--- src/fes_consts.vh ---
// Opcodes, register bit positions and timing constants of the flash command sequencer
`ifndef FES_CONSTS_VH
`define FES_CONSTS_VH
`define FES_OP_BE32 8'h52
`define FES_OP_BE64 8'hd8
`define FES_OP_BE32_4B 8'h5c
`define FES_OP_BE64_4B 8'hdc
`define FES_OP_CE_A 8'hc7
`define FES_OP_CE_B 8'h60
`define FES_OP_SET_WRITE_LATCH_CMD 8'h06
`define FES_OP_CLEAR_WRITE_LATCH_CMD 8'h04
`define FES_OP_STATUS_READ_CMD 8'h05
`define FES_OP_STATUS_WRITE_CMD 8'h01
`define FES_OP_FUNCTION_REG_READ_CMD 8'h48
`define FES_OP_FUNCTION_REG_WRITE_CMD 8'h42
`define FES_OP_QEN 8'h35
`define FES_OP_QEX 8'hf5
`define FES_OP_SUS_A 8'h75
`define FES_OP_SUS_B 8'hb0
`define FES_OP_SUS_C 8'h85
`define FES_OP_RSM_A 8'h7a
`define FES_OP_RSM_B 8'h30
`define FES_OP_RSM_C 8'h8a
`define FES_SR_WIP 0
`define FES_SR_WEL 1
`define FES_SR_BP_LO 2
`define FES_SR_QE 6
`define FES_SR_STATUS_WRITE_GUARD 7
`define FES_SR_RST 8'h00
`define FES_FR_RSTEN 0
`define FES_FR_PROGRAM_SUSPENDED_FLAG 2
`define FES_FR_ERASE_SUSPENDED_FLAG 3
`define FES_FR_IRL_LO 4
`define FES_FR_RST 8'hf0
`define FES_CLK_MHZ 100
`define FES_SUS_US 100
`define FES_SUS_CYC (`FES_SUS_US * `FES_CLK_MHZ)
`define FES_BUSY_CYC 2000
`define FES_STATUS_WRITE_CMD_CYC 16
`endif

--- src/fes_sync.v ---
// Three-stage pin synchroniser with agreement on the last two stages
`timescale 1ns/1ns
`default_nettype none
module fes_sync
#(
  parameter [0:0] RST_VAL = 1'b0
)
(
  input wire clk_in,
  input wire sys_rst_in,
  input wire pin_in,
  output reg level_out
);
  reg s1_q;
  reg s2_q;
  reg s3_q;
  always @(posedge clk_in)
  begin
    if (sys_rst_in)
    begin
      // Reset to the pin's idle level so no false edge follows reset
      s1_q <= RST_VAL;
      s2_q <= RST_VAL;
      s3_q <= RST_VAL;
      level_out <= RST_VAL;
    end
    else
    begin
      s1_q <= pin_in;
      s2_q <= s1_q;
      s3_q <= s2_q;
      // Only a settled value is passed on
      if (s2_q == s3_q)
        level_out <= s3_q;
    end
  end
endmodule
`default_nettype wire

--- src/fes_top.v ---
// Flash command sequencer: erase, write latch, registers, quad mode, suspend
//
// Functional notes
// - 52h/D8h block erase, address width follows mode; the mode is held at three-byte here, so three bytes
// - 5Ch/DCh always take four address bytes
// - Erase starts only at chip-select rise
// - Latch clears when block erase finishes
// - C7h/60h full erase, latch needed, clears after
// - 06h sets write enable latch
// - Latch cleared after power-up
// - Writes need latch; volatile parameters exempt
// - Latch clears when any write completes
// - 04h clears write enable latch; here only in idle, it is ignored while suspended
// - 05h status read accepted while busy
// - 01h writes protect, guard and quad bits
// - 48h returns function register; here not answered while the suspend settles (ST_SETL)
// - 42h writes reset enable and lock bits
// - 35h enters four-bit command protocol
// - F5h returns to one-bit protocol
// - Suspend 75h/B0h/85h, resume 7Ah/30h/8Ah
// - Function bit2 program, bit3 erase suspended
// - Ready within 100us of suspend
// - Erase suspended accepts program, read, resume
// - Erase suspend sets flag, clears latch
// - Busy bit high until erase finishes
// - Four-bit cycles send high nibble first
`timescale 1ns/1ns
`default_nettype none
`include "fes_consts.vh"
module fes_top
#(
  parameter BUSY_CYC = `FES_BUSY_CYC,
  parameter SUS_CYC = `FES_SUS_CYC
)
(
  input wire clk_in,
  input wire sys_rst_in,
  input wire cs_n_in,
  input wire sclk_in,
  input wire [3:0] io_in,
  input wire program_start_in,
  output reg [3:0] io_out,
  output reg [3:0] io_oe_out,
  output reg write_enable_latch_out,
  output reg write_in_progress_out,
  output reg four_bit_command_protocol_out,
  output reg four_byte_address_mode_out,
  output reg [7:0] status_reg_out,
  output reg [7:0] function_reg_out,
  output reg erase_start_out,
  output reg [1:0] erase_kind_out,
  output reg [31:0] erase_addr_out,
  output reg erase_done_out
);
  localparam ST_IDLE = 4'b0001;
  localparam ST_BUSY = 4'b0010;
  localparam ST_SUSP = 4'b0100;
  localparam ST_SETL = 4'b1000;
  localparam K_B32 = 2'd0;
  localparam K_B64 = 2'd1;
  localparam K_CHIP = 2'd2;
  localparam K_PROG = 2'd3;

  wire cs_n_s;
  wire sclk_s;
  wire [3:0] io_s;
  fes_sync #(.RST_VAL(1'b1)) u_cs (.clk_in(clk_in), .sys_rst_in(sys_rst_in), .pin_in(cs_n_in),
    .level_out(cs_n_s));
  fes_sync u_ck (.clk_in(clk_in), .sys_rst_in(sys_rst_in), .pin_in(sclk_in),
    .level_out(sclk_s));
  genvar g;
  generate
    for (g = 0; g < 4; g = g + 1)
    begin : g_io
      fes_sync u_io (.clk_in(clk_in), .sys_rst_in(sys_rst_in), .pin_in(io_in[g]),
        .level_out(io_s[g]));
    end
  endgenerate

  function is_sus;
    input [7:0] op;
    begin
      is_sus = (op == `FES_OP_SUS_A) || (op == `FES_OP_SUS_B) || (op == `FES_OP_SUS_C);
    end
  endfunction
  function is_rsm;
    input [7:0] op;
    begin
      is_rsm = (op == `FES_OP_RSM_A) || (op == `FES_OP_RSM_B) || (op == `FES_OP_RSM_C);
    end
  endfunction
  function [2:0] addr_bytes;
    input [7:0] op;
    input ext;
    begin
      if (op == `FES_OP_BE32_4B || op == `FES_OP_BE64_4B)
        addr_bytes = 3'd4;
      else if (op == `FES_OP_BE32 || op == `FES_OP_BE64)
        addr_bytes = ext ? 3'd4 : 3'd3;
      else if (op == `FES_OP_STATUS_WRITE_CMD || op == `FES_OP_FUNCTION_REG_WRITE_CMD)
        addr_bytes = 3'd1;
      else
        addr_bytes = 3'd0;
    end
  endfunction

  reg sclk_d1_q;
  reg cs_n_d1_q;
  reg [7:0] shift_q;
  reg [3:0] bitcnt_q;
  reg [7:0] op_q;
  reg op_valid_q;
  reg [2:0] bytecnt_q;
  reg [31:0] addr_q;
  reg [7:0] data_q;
  reg [7:0] tx_q;
  reg tx_on_q;
  reg [3:0] state_q;
  reg [31:0] cnt_q;
  reg [1:0] kind_q;
  reg wel_q;
  reg [3:0] bp_q;
  reg qe_q;
  reg status_write_guard_q;
  reg [3:0] irl_q;
  reg rsten_q;
  reg program_suspended_flag_q;
  reg erase_suspended_flag_q;
  reg quad_q;
  reg [1:0] nest_kind_q;
  reg [31:0] erase_rem_q, prog_rem_q;

  wire rise = sclk_s & ~sclk_d1_q;
  wire fall = ~sclk_s & sclk_d1_q;
  wire cs_rise = cs_n_s & ~cs_n_d1_q;
  wire cs_fall = ~cs_n_s & cs_n_d1_q;
  // One nibble per edge in quad mode, high nibble first
  wire [7:0] shift_d = quad_q ? {shift_q[3:0], io_s} : {shift_q[6:0], io_s[0]};
  wire [3:0] step = quad_q ? 4'd4 : 4'd1;
  wire byte_done = rise && (bitcnt_q + step == 4'd8);
  wire [2:0] need = addr_bytes(op_q, four_byte_address_mode_out);
  wire frame_full = op_valid_q && (bytecnt_q == need);
  wire busy = (state_q == ST_BUSY) || (state_q == ST_SETL);
  wire [7:0] sr_now = {status_write_guard_q, qe_q, bp_q, wel_q, busy};
  wire [7:0] fr_now = {irl_q, erase_suspended_flag_q, program_suspended_flag_q, 1'b0, rsten_q};

  always @(posedge clk_in)
  begin
    if (sys_rst_in)
    begin
      sclk_d1_q <= 1'b0;
      cs_n_d1_q <= 1'b1;
      shift_q <= 8'h00;
      bitcnt_q <= 4'h0;
      op_q <= 8'h00;
      op_valid_q <= 1'b0;
      bytecnt_q <= 3'd0;
      addr_q <= 32'h00000000;
      data_q <= 8'h00;
      tx_q <= 8'h00;
      tx_on_q <= 1'b0;
      state_q <= ST_IDLE;
      cnt_q <= 32'h00000000;
      kind_q <= K_B32;
      nest_kind_q <= K_B32;
      wel_q <= 1'b0;
      bp_q <= 4'h0;
      qe_q <= 1'b0;
      status_write_guard_q <= 1'b0;
      irl_q <= 4'hf;
      rsten_q <= 1'b0;
      program_suspended_flag_q <= 1'b0;
      erase_suspended_flag_q <= 1'b0;
      quad_q <= 1'b0;
      io_out <= 4'h0;
      io_oe_out <= 4'h0;
      erase_kind_out <= K_B32;
      erase_addr_out <= 32'h00000000;
      erase_start_out <= 1'b0;
      erase_done_out <= 1'b0;
    end
    else
    begin
      sclk_d1_q <= sclk_s;
      cs_n_d1_q <= cs_n_s;
      erase_start_out <= 1'b0;
      erase_done_out <= 1'b0;
      // Internal operation timer
      if (state_q == ST_BUSY || state_q == ST_SETL)
      begin
        if (cnt_q == 32'd0)
        begin
          if (state_q == ST_SETL)
            state_q <= erase_suspended_flag_q || program_suspended_flag_q ? ST_SUSP : ST_IDLE;
          else
          begin
            state_q <= (erase_suspended_flag_q && kind_q == K_PROG) ? ST_SUSP : ST_IDLE;
            if (erase_suspended_flag_q && kind_q == K_PROG)
              kind_q <= nest_kind_q;
            wel_q <= 1'b0;
            erase_done_out <= 1'b1;
          end
        end
        else
          cnt_q <= cnt_q - 32'd1;
      end
      if (program_start_in && wel_q && (state_q == ST_IDLE || (state_q == ST_SUSP && erase_suspended_flag_q
        && !program_suspended_flag_q)))
      begin
        // Program inside an erase suspend is the nested case
        nest_kind_q <= kind_q;
        kind_q <= K_PROG;
        state_q <= ST_BUSY;
        cnt_q <= BUSY_CYC;
        wel_q <= 1'b0;
      end
      if (cs_fall)
      begin
        bitcnt_q <= 4'h0;
        op_valid_q <= 1'b0;
        bytecnt_q <= 3'd0;
        tx_on_q <= 1'b0;
      end
      if (!cs_n_s && rise)
      begin
        shift_q <= shift_d;
        bitcnt_q <= byte_done ? 4'h0 : bitcnt_q + step;
        if (byte_done)
        begin
          if (!op_valid_q)
          begin
            op_q <= shift_d;
            op_valid_q <= 1'b1;
            // Status read answered even during busy
            if (shift_d == `FES_OP_STATUS_READ_CMD)
            begin
              tx_q <= sr_now;
              tx_on_q <= 1'b1;
            end
            if (shift_d == `FES_OP_FUNCTION_REG_READ_CMD && state_q != ST_SETL)
            begin
              tx_q <= fr_now;
              tx_on_q <= 1'b1;
            end
          end
          else if (bytecnt_q < need)
          begin
            bytecnt_q <= bytecnt_q + 3'd1;
            addr_q <= {addr_q[23:0], shift_d};
            data_q <= shift_d;
          end
          else if (tx_on_q)
            tx_q <= op_q == `FES_OP_STATUS_READ_CMD ? sr_now : fr_now;
        end
      end
      if (!cs_n_s && fall && tx_on_q)
      begin
        io_oe_out <= quad_q ? 4'hf : 4'h2;
        io_out <= quad_q ? (bitcnt_q[2] ? tx_q[3:0] : tx_q[7:4])
          : {2'b00, tx_q[3'd7 - bitcnt_q[2:0]], 1'b0};
      end
      if (cs_n_s)
        io_oe_out <= 4'h0;
      // Commands act only when chip select rises on a full frame
      if (cs_rise && frame_full && bitcnt_q == 4'h0)
      begin
        if (state_q == ST_IDLE || (state_q == ST_SUSP))
        begin
          case (op_q)
            `FES_OP_SET_WRITE_LATCH_CMD:
              if (state_q == ST_IDLE || !program_suspended_flag_q)
                wel_q <= 1'b1;
            `FES_OP_CLEAR_WRITE_LATCH_CMD:
              if (state_q == ST_IDLE)
                wel_q <= 1'b0;
            `FES_OP_QEN:
              if (state_q == ST_IDLE)
                quad_q <= 1'b1;
            `FES_OP_QEX:
              if (quad_q)
                quad_q <= 1'b0;
            default:
            begin
            end
          endcase
          // Erase and register writes need the latch
          if (state_q == ST_IDLE && wel_q)
          begin
            if (op_q == `FES_OP_BE32 || op_q == `FES_OP_BE32_4B || op_q == `FES_OP_BE64
              || op_q == `FES_OP_BE64_4B || op_q == `FES_OP_CE_A || op_q == `FES_OP_CE_B)
            begin
              kind_q <= (op_q == `FES_OP_CE_A || op_q == `FES_OP_CE_B) ? K_CHIP
                : (op_q == `FES_OP_BE32 || op_q == `FES_OP_BE32_4B) ? K_B32 : K_B64;
              erase_kind_out <= (op_q == `FES_OP_CE_A || op_q == `FES_OP_CE_B) ? K_CHIP
                : (op_q == `FES_OP_BE32 || op_q == `FES_OP_BE32_4B) ? K_B32 : K_B64;
              erase_addr_out <= (need == 3'd3) ? {8'h00, addr_q[23:0]} : addr_q;
              erase_start_out <= 1'b1;
              state_q <= ST_BUSY;
              cnt_q <= BUSY_CYC;
            end
            if (op_q == `FES_OP_STATUS_WRITE_CMD)
            begin
              status_write_guard_q <= data_q[`FES_SR_STATUS_WRITE_GUARD];
              qe_q <= data_q[`FES_SR_QE];
              bp_q <= data_q[`FES_SR_BP_LO+3:`FES_SR_BP_LO];
              state_q <= ST_BUSY;
              kind_q <= K_PROG;
              cnt_q <= `FES_STATUS_WRITE_CMD_CYC;
            end
            if (op_q == `FES_OP_FUNCTION_REG_WRITE_CMD)
            begin
              rsten_q <= data_q[`FES_FR_RSTEN];
              irl_q <= data_q[`FES_FR_IRL_LO+3:`FES_FR_IRL_LO];
              wel_q <= 1'b0;
            end
          end
          // Resume reloads the timer with the count left of the suspended operation
          if (state_q == ST_SUSP && is_rsm(op_q))
          begin
            if (program_suspended_flag_q)
              program_suspended_flag_q <= 1'b0;
            else
              erase_suspended_flag_q <= 1'b0;
            state_q <= ST_BUSY;
            cnt_q <= program_suspended_flag_q ? prog_rem_q : erase_rem_q;
          end
        end
        // Suspend block erases, programs and status writes (kind K_PROG); chip erase is not suspendable
        if (state_q == ST_BUSY && is_sus(op_q) && kind_q != K_CHIP)
        begin
          if (kind_q == K_PROG)
            program_suspended_flag_q <= 1'b1;
          else
            erase_suspended_flag_q <= 1'b1;
          wel_q <= 1'b0;
          prog_rem_q <= (kind_q == K_PROG) ? cnt_q : prog_rem_q;
          erase_rem_q <= (kind_q == K_PROG) ? erase_rem_q : cnt_q;
          state_q <= ST_SETL;
          cnt_q <= SUS_CYC - 1;
        end
      end
    end
  end

  always @(posedge clk_in)
  begin
    if (sys_rst_in)
    begin
      write_enable_latch_out <= 1'b0;
      write_in_progress_out <= 1'b0;
      four_bit_command_protocol_out <= 1'b0;
      four_byte_address_mode_out <= 1'b0;
      status_reg_out <= `FES_SR_RST;
      function_reg_out <= `FES_FR_RST;
    end
    else
    begin
      write_enable_latch_out <= wel_q;
      write_in_progress_out <= busy;
      four_bit_command_protocol_out <= quad_q;
      four_byte_address_mode_out <= 1'b0;
      status_reg_out <= sr_now;
      function_reg_out <= fr_now;
    end
  end
endmodule
`default_nettype wire

--- config.mk ---
export PLATFORM = sky130hd
export DESIGN_NAME = fes_top
export DESIGN_NICKNAME = d
export VERILOG_FILES = /design/src/fes_sync.v /design/src/fes_top.v
export VERILOG_INCLUDE_DIRS = /design/src /design/src/src
export SDC_FILE = /design/constraint.sdc
export NUM_CORES = 1
export LEC_CHECK = 0
export ABC_CLOCK_PERIOD_IN_PS = 10850
export BUFFER_PORTS_ARGS = -buffer_cell sky130_fd_sc_hd__buf_2
export CAP_MARGIN = 20
export CORE_MARGIN = 4
export CORE_UTILIZATION = 37
export CTS_BUF_LIST = sky130_fd_sc_hd__clkbuf_4 sky130_fd_sc_hd__clkbuf_8
export CTS_CLUSTER_SIZE = 14
export DETAILED_ROUTE_END_ITERATION = 8
export MAX_ROUTING_LAYER = met4
export PLACE_DENSITY_LB_ADDON = 0.15
export REMOVE_ABC_BUFFERS = 1
export SLEW_MARGIN = 5
export SYNTH_ARGS = -nofsm -noshare
export SYNTH_HDL_FRONTEND = slang
export SYNTH_SLANG_ARGS = --single-unit
--- constraint.sdc ---
create_clock -name clk_in -period 10.85 [get_ports clk_in]
set_clock_uncertainty 0.2 [all_clocks]
set_input_delay 0.5425 -clock clk_in [delete_from_list [all_inputs] [get_ports clk_in]]
set_output_delay 0.5425 -clock clk_in [all_outputs]
set_load 0.01 [all_outputs]
==> run summary, run 1 <==
Vias in the first global route: 7836
RSZ-0062 raised after global routing: false
Avg WL per Cell: 16.47 um
Chip width: 181.1 um
Total track usage: 16.30%
Hpwl dp: 17590 um
Via density: 5.121
Syn Area/Cell: 9.934 um^2
Drt first pass iters: 6
CTS tree: yes
Final Max Tran Viols: 0
Register-to-register setup slack: 6.52 ns
Metal-1 WL: 12480 um
Slew HR: 27.79%
Clk_lat worst skew: 0.54 ns
Final-report setup violation count: 0
Pwr dens: 156.0 nW/um^2
Clk root buf: clkbuf_8
# rows: 63
Largest net degree at the start of global routing: 72
Final cell count without fillers: 1601
Most frequent CP cell: buf_4
Sequential share of the synthesized area: 53.99%
Mapped Cells: 1116
# diodes: 0
WL met2: 12560 um
Synth unique cells: 79
GR Overflow Total: 0
Worst Path Arrival: 4.52 ns
Core footprint: 29640 um^2
DR iter-0 viols: 444
Share of cells above drive strength 1: 18.74%
Hold Path End: bp_q[2]
Reg2reg path depth: 12
Status: completed
Uppermost layer routed: met4
EDFF count, synth: 64
Top Family by Delay on Critical Path: simple AND/OR/NAND/NOR gates
Initial antenna violation count: 0
Final hold violation count: 0
Commonest non-fill, non-tap cell in the layout: dfxtp_1
Critical Path Start Type: flop
Worst-path clk slew: 0.06 ns
Fillers: 2963
Endpoint class of the critical path: flop
Ys async rst share: 0%
Die area: 32800 um^2
CP bufs+invs: 2
Worst hold start: sys_rst_in
Top_reg_cell synth: dfxtp_1
Resize count post-CTS: 0
Worst path max stage delay: 0.74 ns
Post-DRT Antenna Nets: 0
Final Cycle Share: 39.88%
Cell taking the most area after synthesis: dfxtp_1
Number of CTS-inserted buffers: 46
Post-synthesis cell area: 11090 um^2
Setup CP Type: flop to flop
CP required: 11.05 ns
Max Fanout on Critical Path: 34
Clk buf depth: 3
Setup TNS: 0 ns
First-pass GRT wire length: 43040 um
Sinks on Clock Net: 267
WP depth: 12
Worst Hold Depth: 2
Routed wl met3: 919 um
Port buffer count: 70
#FFs+latches synth: 267
# H-tree levels: 2
Synth top area cells: dfxtp_1 (37%), edfxtp_1 (17%), nand2_1 (5.2%)
Reg2reg start: op_q[6]
IO Count: 73
Initial Utilization: 37.41%
RR Endpoint: cnt_q[17]
Share of the synthesized area in the top cell type: 36.66%
Hold WC Path Type: primary input to flop
Vias: 8198
Inst Count DP: 1509
Max VDD drop: 0.00007428 V
Routability cong.: 0.8561
Minimum clock period: 4.327 ns
DRC Markers: 0
Slew @ Worst Pin: 1.068 ns
Max-cap viol count: 0
Detailed Route WL: 26370 um
Final nets: 1191
CP Cell Sequence: and3b_1 -> o211ai_1 -> buf_4 -> ha_1 -> nand4_1 -> nor4_2 -> buf_4 -> nand3_4 -> a21oi_4 -> or3_1 -> or2_1 -> o22ai_1
Leakage: 4.575 nW
Die Y: 181.1 um
Max frequency: 0.2311 GHz
Commonest cells after routing, fill and taps aside: dfxtp_1 (202), nand2_1 (154), a21oi_1 (98)
CP max-delay cell: a21oi_4
P&R area growth vs syn: 14.84%
YS warnings: 0
[kinds of logic (layout without fill, tap and decap cells)]
| kind of cell | after synthesis | in the layout | share of synthesized area (%) |
|---|---|---|---|
| DFF | 267 | 267 | 53.99 |
| and+or+nand+nor | 435 | 435 | 19.88 |
| muxes | 69 | 69 | 6.467 |
| adders and majority gates | 8 | 8 | 0.9029 |
| AOI/OAI and AO/OA | 216 | 216 | 12.71 |
| buffers and inverters | 91 | 185 | 3.724 |
| other | 1 | 2 | 0.03382 |
| xor gates and xnor gates | 29 | 29 | 2.291 |
[registers in the layout (all words and copies together) (netlist names), 3 cells and up]
register,count
erase_rem_q,32
function_reg_out,7
op_q,8
cnt_q,32
irl_q,4
bp_q,4
shift_q,7
addr_q,32
bitcnt_q,4
state_q,4
prog_rem_q,32
status_reg_out,8
g_io.u_io.s2_q,4
g_io.u_io.s3_q,4
g_io.u_io.s1_q,4
erase_addr_out,32
tx_q,8
g_io.u_io.level_out,4
bytecnt_q,3
io_out,4
[report_power, final]
group / leakage [nW] / internal, mW / switching, mW
Sequential: 2.23 / 1.02 / 0.000973
Clock: 0.535 / 0.556 / 0.393
Combinational: 1.81 / 0.00559 / 0.0142
[per-stage QoR]
stage | worst slack (ns) | cell area, um^2 | hold slack, ns | utilization (%) | total power [mW]
floorplan | 5.310 | 10720 | 0.1895 | - | 1.043
detailed placement | 6.483 | 11670 | 0.1989 | 39.37 | 1.057
finish | 6.523 | 12730 | 0.1842 | 42.96 | 1.987
global placement | 6.585 | 11670 | 0.1984 | 39.37 | 1.057
global route | 6.078 | 12730 | 0.1928 | 42.96 | 2.069
CTS | 6.464 | 12720 | 0.1667 | 42.93 | 2.021
[cell type report]
cell class | count | area [um^2] | area share [%]
tap | 390 | 488.0 | 3.833
multi-input combinational | 759 | 4705 | 36.95
sequential | 267 | 5987 | 47.02
timing repair buffer | 89 | 514.2 | 4.039
inverter | 11 | 41.29 | 0.3243
clock inverter | 7 | 36.28 | 0.2850
clock buffer | 78 | 960.9 | 7.547
[worst max path at each step]
stage | from | end | slack [ns]
CTS | op_q[6] | cnt_q[17] | 6.46
global placement | op_q[6] | cnt_q[30] | 6.58
finish | op_q[6] | cnt_q[17] | 6.52
detailed placement | op_q[6] | cnt_q[31] | 6.48
floorplan | op_q[1] | erase_rem_q[0] | 5.31
global route | op_q[6] | cnt_q[29] | 6.08
[routing by layer]
layer / vias to the layer above / global-route usage (%)
li1: 4076 / -
met1: 3931 / 21.99
met2: 154 / 25.97
met3: 37 / 2.537
met4: 0 / 3.933
met5: - / -
[synthesized netlist by cell type (9+ instances only)]
master	number
dfxtp_1	203
nand2_1	154
a21oi_1	98
nor2_1	98
edfxtp_1	64
clkbuf_1	50
mux2i_1	48
nor2b_1	35
nand3_1	30
mux2_2	21
a211oi_1	20
o22ai_1	19
xnor2_1	16
buf_2	15
o21ai_0	15
nor3_1	14
or2_2	13
xor2_1	13
inv_1	11
nand2b_1	11
and3_1	10
nor4_1	9
[timing repair]
action,CTS,global route
hold endpoints to repair,6,0
hold buffers,6,0
endpoints found under the setup margin,0,0
setup buffers,0,0
(Power assumes the default switching activity.)
==> inputs of run 2 (changes only) <==
--- a/config.mk
+++ b/config.mk
@@ -6,7 +6,7 @@
 export SDC_FILE = /design/constraint.sdc
 export NUM_CORES = 1
 export LEC_CHECK = 0
-export ABC_CLOCK_PERIOD_IN_PS = 10850
+export ABC_CLOCK_PERIOD_IN_PS = 4100
 export BUFFER_PORTS_ARGS = -buffer_cell sky130_fd_sc_hd__buf_2
 export CAP_MARGIN = 20
 export CORE_MARGIN = 4
==> constraint.sdc (replaced) <==
create_clock -name clk_in -period 4.1 [get_ports clk_in]
set_clock_uncertainty 0.2 [all_clocks]
set_input_delay 0.205 -clock clk_in [delete_from_list [all_inputs] [get_ports clk_in]]
set_output_delay 0.205 -clock clk_in [all_outputs]
set_load 0.01 [all_outputs]
==> run 2 against run 1 <==
- via count down 0.22%
- critical endpoint is now cnt_q[12]
- sequential share of layout area up 0.15 points
- final area down 0.32%
- flip-flop and latch count unchanged
- fmax up 20%
- die area unchanged
- clock-buffer cell count down 7
- critical path depth unchanged
- worst setup slack worse by 6.0 ns
- hold slack worse by 0.093 ns
- sequential power rose to 2.6 times the previous value
==> run summary, run 2 (synthesis results as in run 1) <==
P&R area growth vs syn: 14.47%
Max VDD drop: 0.0002074 V (+180%)
Die Y: 181.1 um (unchanged)
Post CTS Setup Buffer Count: 0 (unchanged)
GR Overflow Total: 0 (unchanged)
Comb pwr share: 1.1% (about the same)
First-pass GRT wire length: 43610 um (+1.3%)
Avg WL per Cell: 16.67 um (+1.2%)
Routability cong.: 0.8739 (+2.1%)
Placed cell areas: 11750 um^2 (+0.69%)
Hpwl dp: 17680 um (+0.49%)
Max frequency: 0.2777 GHz (+20%)
Fillers: 2977 (+0.47%)
Hold slack: 0.09165 ns (-0.09259 ns)
Worst Hold Depth: 5 (+3)
Hold Path End: nest_kind_q[0]
Final non-filler cell area: 12690 um^2 (-0.32%)
Clk pwr share: 45.7% (-2.1 points)
Final-report setup violation count: 0 (unchanged)
Final nets: 1199 (+0.67%)
Sinks on Clock Net: 267 (unchanged)
Commonest cells after routing, fill and taps aside: dfxtp_1 (202), nand2_1 (154), a21oi_1 (98)
Worst Path Arrival: 3.86 ns (-0.66 ns)
Port buffer count: 70 (unchanged)
RR Endpoint: cnt_q[12]
Initial Utilization: 37.41% (unchanged)
Setup CP Type: flop to flop
Register-to-register setup slack: 0.50 ns (-6.02 ns)
Final Cycle Share: 87.84% (+48 points)
Int Pwr: 4.011 mW (+150%)
CP required: 4.36 ns (-6.69 ns)
Slew HR: 33.38% (+5.6 points)
Critical Path Start Type: flop
Worst-path clk slew: 0.06 ns (about the same)
Minimum clock period: 3.602 ns (-0.7252 ns)
Clk_lat worst skew: 0.55 ns (about the same)
Leakage: 4.557 nW (-0.39%)
# rows: 63 (unchanged)
# H-tree levels: 2 (unchanged)
Die area: 32800 um^2 (unchanged)
Vias: 8180 (-0.22%)
Max-cap viol count: 0 (unchanged)
DRC Markers: 0 (unchanged)
Post-DRT Antenna Nets: 0 (unchanged)
IO Count: 73 (unchanged)
Clk root buf: clkbuf_8
Worst hold start: program_start_in
Sw frac: 20.75% (+0.20 points)
DR iter-0 viols: 420 (-5.4%)
Hold WC Path Type: primary input to flop
Final Util: 42.82% (-0.14 points)
Total track usage: 16.47% (+0.17 points)
Chip width: 181.1 um (unchanged)
Critical Path Source: op_q[1]
Number of CTS-inserted buffers: 45 (-2.2%)
Final cell count without fillers: 1600 (-0.062%)
Inst Count DP: 1518 (+0.60%)
Detailed Route WL: 26660 um (+1.1%)
Pwr dens: 398.7 nW/um^2 (+160%)
Status: completed
Endpoint class of the critical path: flop
Initial antenna violation count: 0 (unchanged)
Reg2reg start: op_q[1]
Place WS: 0.3575 ns (-6.125 ns)
Via density: 5.113 (-0.16%)
Clk buf depth: 3 (unchanged)
Slew @ Worst Pin: 0.9855 ns (-0.08262 ns)
Final worst setup slack: 0.4984 ns (-6.025 ns)
Largest net degree at the start of global routing: 78 (+8.3%)
Final hold violation count: 0 (unchanged)
Core footprint: 29640 um^2 (unchanged)
Share of cells above drive strength 1: 18.68% (-0.067 points)
Psw: 1.050 mW (+160%)
Commonest non-fill, non-tap cell in the layout: dfxtp_1
# diodes: 0 (unchanged)
Drt first pass iters: 5 (-1)
Reg2reg path depth: 12 (unchanged)
Final Max Tran Viols: 0 (unchanged)
Max Fanout on Critical Path: 16 (-53%)
CTS tree: yes
Vias in the first global route: 8024 (+2.4%)
Sequential share of power: 53.2% (+2.0 points)
RSZ-0062 raised after global routing: false
[run 2: how the worst max path moves through the flow]
stage / end / cells past startpoint
2_1_floorplan: erase_rem_q[0] / 8
3_5_place_dp: cnt_q[29] / 12
4_1_cts: cnt_q[12] / 12
3_3_place_gp: cnt_q[30] / 12
6_report: cnt_q[12] / 12
5_1_grt: cnt_q[31] / 12
[run 2: final cells by class]
| cell class | count | area (um^2) | area share [%] |
|---|---|---|---|
| multi-input cells | 759 | 4705 | 37.07 |
| repair buffers | 98 | 596.8 | 4.703 |
| flip-flops and latches | 267 | 5987 | 47.18 |
| well taps | 390 | 488.0 | 3.845 |
| inverters | 11 | 41.29 | 0.3253 |
| clock buffers | 71 | 852.1 | 6.714 |
| clock inverters | 4 | 21.27 | 0.1676 |
[run 2: per-stage QoR]
stage	setup TNS (ns)	power (mW)
2_1_floorplan	-92.85	2.759
6_report	0	5.060
3_5_place_dp	0	2.800
5_1_grt	0	5.253
3_3_place_gp	0	2.800
4_1_cts	0	5.131
[run 2: power groups by stage]
stage | clock [mW] | combinational, mW | sequential [mW]
floorplan | 0 | 0.0114 | 2.75
global placement | 0 | 0.0517 | 2.75
detailed placement | 0 | 0.0511 | 2.75
CTS | 2.38 | 0.0563 | 2.69
global route | 2.50 | 0.0618 | 2.69
finish | 2.31 | 0.0560 | 2.69
[run 2: layer usage]
layer | up-vias | track usage (%) | share of wire [%]
met4 | 0 | 4.353 | 2.0
li1 | 4087 | - | -
met5 | - | - | 0
met2 | 144 | 26.11 | 47
met3 | 47 | 2.456 | 3.2
met1 | 3902 | 22.25 | 48
[run 2: worst max-delay path, stage by stage, from the launching register on]
cell,delay (ns)
dfxtp_1,0.52
and3b_1,0.22
o211ai_1,0.28
o31ai_1,0.14
ha_1,0.29
nand4_1,0.12
nor4_2,0.06
buf_4,0.19
and3_1,0.16
and2_1,0.16
or3_1,0.46
or2_2,0.50
o22ai_1,0.23
[run 2: what timing repair did]
action / 4_1_cts / 5_1_grt
hold endpoints to repair: 48 / 0
endpoints found under the setup margin: 0 / 1
hold buffers: 7 / 0
gates resized for setup: 0 / 1
==> inputs of run 3 (changes only) <==
--- a/config.mk
+++ b/config.mk
@@ -6,7 +6,7 @@
 export SDC_FILE = /design/constraint.sdc
 export NUM_CORES = 1
 export LEC_CHECK = 0
-export ABC_CLOCK_PERIOD_IN_PS = 4100
+export ABC_CLOCK_PERIOD_IN_PS = 3800
 export BUFFER_PORTS_ARGS = -buffer_cell sky130_fd_sc_hd__buf_2
 export CAP_MARGIN = 20
 export CORE_MARGIN = 4
@@ -17,7 +17,6 @@
 export MAX_ROUTING_LAYER = met4
 export PLACE_DENSITY_LB_ADDON = 0.15
 export REMOVE_ABC_BUFFERS = 1
-export SLEW_MARGIN = 5
 export SYNTH_ARGS = -nofsm -noshare
 export SYNTH_HDL_FRONTEND = slang
 export SYNTH_SLANG_ARGS = --single-unit
==> constraint.sdc (replaced) <==
create_clock -name clk_in -period 3.8 [get_ports clk_in]
set_clock_uncertainty 0.2 [all_clocks]
set_input_delay 0.19 -clock clk_in [delete_from_list [all_inputs] [get_ports clk_in]]
set_output_delay 0.19 -clock clk_in [all_outputs]
set_load 0.01 [all_outputs]
==> run 3 against run 2 <==
- final area up 1.7%
- die area did not move
- worst setup slack worse by 0.20 ns
- critical endpoint is now bp_q[0]
- highest routed layer unchanged
- via count increased by 0.56%
- core utilization grew 0.71 points
- flip-flop and latch count unchanged
- total power is 14% higher
- final cell count is 0.81% higher
- clock power rose by 21%
- routed wire length down 1.4%
==> run summary, run 3 (synthesis results as in run 1) <==
Vias: 8226 (+0.56%)
Routability cong.: 0.8327 (-4.7%)
GR Overflow Total: 0 (unchanged)
Max-cap viol count: 0 (unchanged)
Core footprint: 29640 um^2 (unchanged)
Max VDD drop: 0.0001775 V (-14%)
Share of cells above drive strength 1: 19.54% (+0.86 points)
Sequential share of power: 50.4% (-2.8 points)
Routing usage on met3: 2.617% (+0.16 points)
Clk buf depth: 3 (unchanged)
Sinks on Clock Net: 267 (unchanged)
Setup CP Type: flop to flop
Initial Utilization: 37.41% (unchanged)
Avg WL per Cell: 16.30 um (-2.2%)
Drt first pass iters: 4 (-1)
Max frequency: 0.2852 GHz (+2.7%)
Register-to-register setup slack: 0.29 ns (-0.20 ns)
Commonest cells after routing, fill and taps aside: dfxtp_1 (202), nand2_1 (154), a21oi_1 (98)
Die Y: 181.1 um (unchanged)
Initial antenna violation count: 0 (unchanged)
Status: completed
Detailed Route WL: 26300 um (-1.4%)
Max Fanout on Critical Path: 12 (-4)
Reg2reg start: op_q[1]
DRC Markers: 0 (unchanged)
# diodes: 0 (unchanged)
Final nets: 1204 (+0.42%)
# H-tree levels: 2 (unchanged)
Clk_lat worst skew: 0.55 ns (about the same)
# rows: 63 (unchanged)
Pwr dens: 446.3 nW/um^2 (+12%)
RR Endpoint: bp_q[0]
Reg2reg path depth: 10 (-2)
Final-report setup violation count: 0 (unchanged)
Number of CTS-inserted buffers: 46 (+2.2%)
Clk root buf: clkbuf_8
Sw frac: 20.43% (-0.32 points)
Worst Path Arrival: 3.71 ns (-0.15 ns)
Hold Path End: nest_kind_q[0]
Post-DRT Antenna Nets: 0 (unchanged)
Port buffer count: 70 (unchanged)
Hpwl dp: 17390 um (-1.6%)
Hold WC Path Type: primary input to flop
Worst hold start: program_start_in
Final hold violation count: 0 (unchanged)
Worst Hold Depth: 4 (-1)
Chip width: 181.1 um (unchanged)
First-pass GRT wire length: 43570 um (about the same)
Commonest non-fill, non-tap cell in the layout: dfxtp_1
Worst-path clk slew: 0.06 ns (about the same)
Setup TNS: 0 ns (unchanged)
Met2 Use GR: 25.69% (-0.42 points)
Int Pwr: 4.582 mW (+14%)
Critical Path Start Type: flop
Final Cycle Share: 92.26% (+4.4 points)
CP required: 4.00 ns (-0.36 ns)
GR met1 Demand/Resource: 22.37% (+0.11 points)
DR iter-0 viols: 492 (+17%)
Comb pwr share: 1.0% (about the same)
Psw: 1.176 mW (+12%)
P&R area growth vs syn: 16.36%
Final Max Tran Viols: 0 (unchanged)
Slew @ Worst Pin: 0.9713 ns (-0.01416 ns)
RSZ-0062 raised after global routing: false
IO Count: 73 (unchanged)
Leakage: 4.658 nW (+2.2%)
Power, Total: 5.758 mW (+14%)
Endpoint class of the critical path: flop
Clk pwr share: 48.5% (+2.8 points)
Die area: 32800 um^2 (unchanged)
Slew HR: 34.33% (+0.96 points)
Vias in the first global route: 8109 (+1.1%)
Most used routing layer: met2
Minimum clock period: 3.506 ns (-0.09566 ns)
Largest net degree at the start of global routing: 113 (+45%)
CTS tree: yes
Via density: 5.100 (-0.25%)
Total track usage: 16.45% (-0.026 points)
run 3: cell types whose count changed in the layout (fill, tap and decap cells not counted), sizes merged:
cell / before / now
buf: 91 / 95
bufinv: 0 / 2
clkbuf: 71 / 75
clkinv: 3 / 6
run 3: area by class of cell:
type                            instances  area, um^2
Clock inverter                          9       95.09
Inverter                               11       41.29
Fill cell                            2957       16740
Tap cell                              390       488.0
Timing Repair Buffer                  102       664.4
Clock buffer                           75       919.6
Sequential cell                       267        5987
Multi-Input combinational cell        759        4706
run 3: timing repair:
| item | CTS | global route |
|---|---|---|
| resized for setup | 0 | 2 |
| hold buffers | 7 | 0 |
| setup endpoints to repair | 0 | 24 |
| buffers inserted | 0 | 1 |
| hold endpoints to repair | 63 | 0 |
run 3: worst max-delay path, stage by stage, from the launching register on:
cell and delay [ns]:
dfxtp_1 0.51, and3b_1 0.22, o211ai_1 0.32, o31ai_1 0.14, ha_1 0.29, nand4_1 0.12, or4_1 0.66, nor2_1 0.24
and3_2 0.38, mux2i_1 0.23, nor2_1 0.06
run 3: per-layer routing:
layer  share of wire (%)  vias to the layer above
li1                    -                     4098
met5                   0                        -
met1                  48                     3942
met2                  47                      141
met3                 3.6                       45
met4                 1.7                        0
run 3: through the flow:
step	hold slack, ns	instances	setup WS (ns)	instance area (um^2)	util [%]
4_1_cts	0.03421	1612	0.1461	12890	43.50
3_5_place_dp	0.1775	1521	0.1578	11810	39.84
5_1_grt	0.06919	1613	0.005040	12900	43.53
2_1_floorplan	0.05669	1037	-1.740	10720	-
6_report	0.08091	1613	0.2941	12900	43.53
3_3_place_gp	0.1800	1521	0.2240	11810	39.84
run 3: worst max path at each step:
stage             from  slack (ns)             end  cells after the start
2_1_floorplan  op_q[1]       -1.74  erase_rem_q[0]                      8
3_3_place_gp   op_q[1]        0.22       cnt_q[15]                     12
3_5_place_dp   op_q[1]        0.16       cnt_q[20]                     12
4_1_cts        op_q[1]        0.15        cnt_q[5]                     12
5_1_grt        op_q[1]       0.005         bp_q[0]                     10
6_report       op_q[1]        0.29         bp_q[0]                     10
run 3: power groups by stage:
stage | Combinational, mW | Sequential [mW] | Clock (mW)
6_report | 0.0591 | 2.90 | 2.79
4_1_cts | 0.0600 | 2.90 | 2.88
2_1_floorplan | 0.0123 | 2.96 | 0
5_1_grt | 0.0661 | 2.90 | 3.03
3_5_place_dp | 0.0544 | 2.97 | 0
3_3_place_gp | 0.0542 | 2.97 | 0
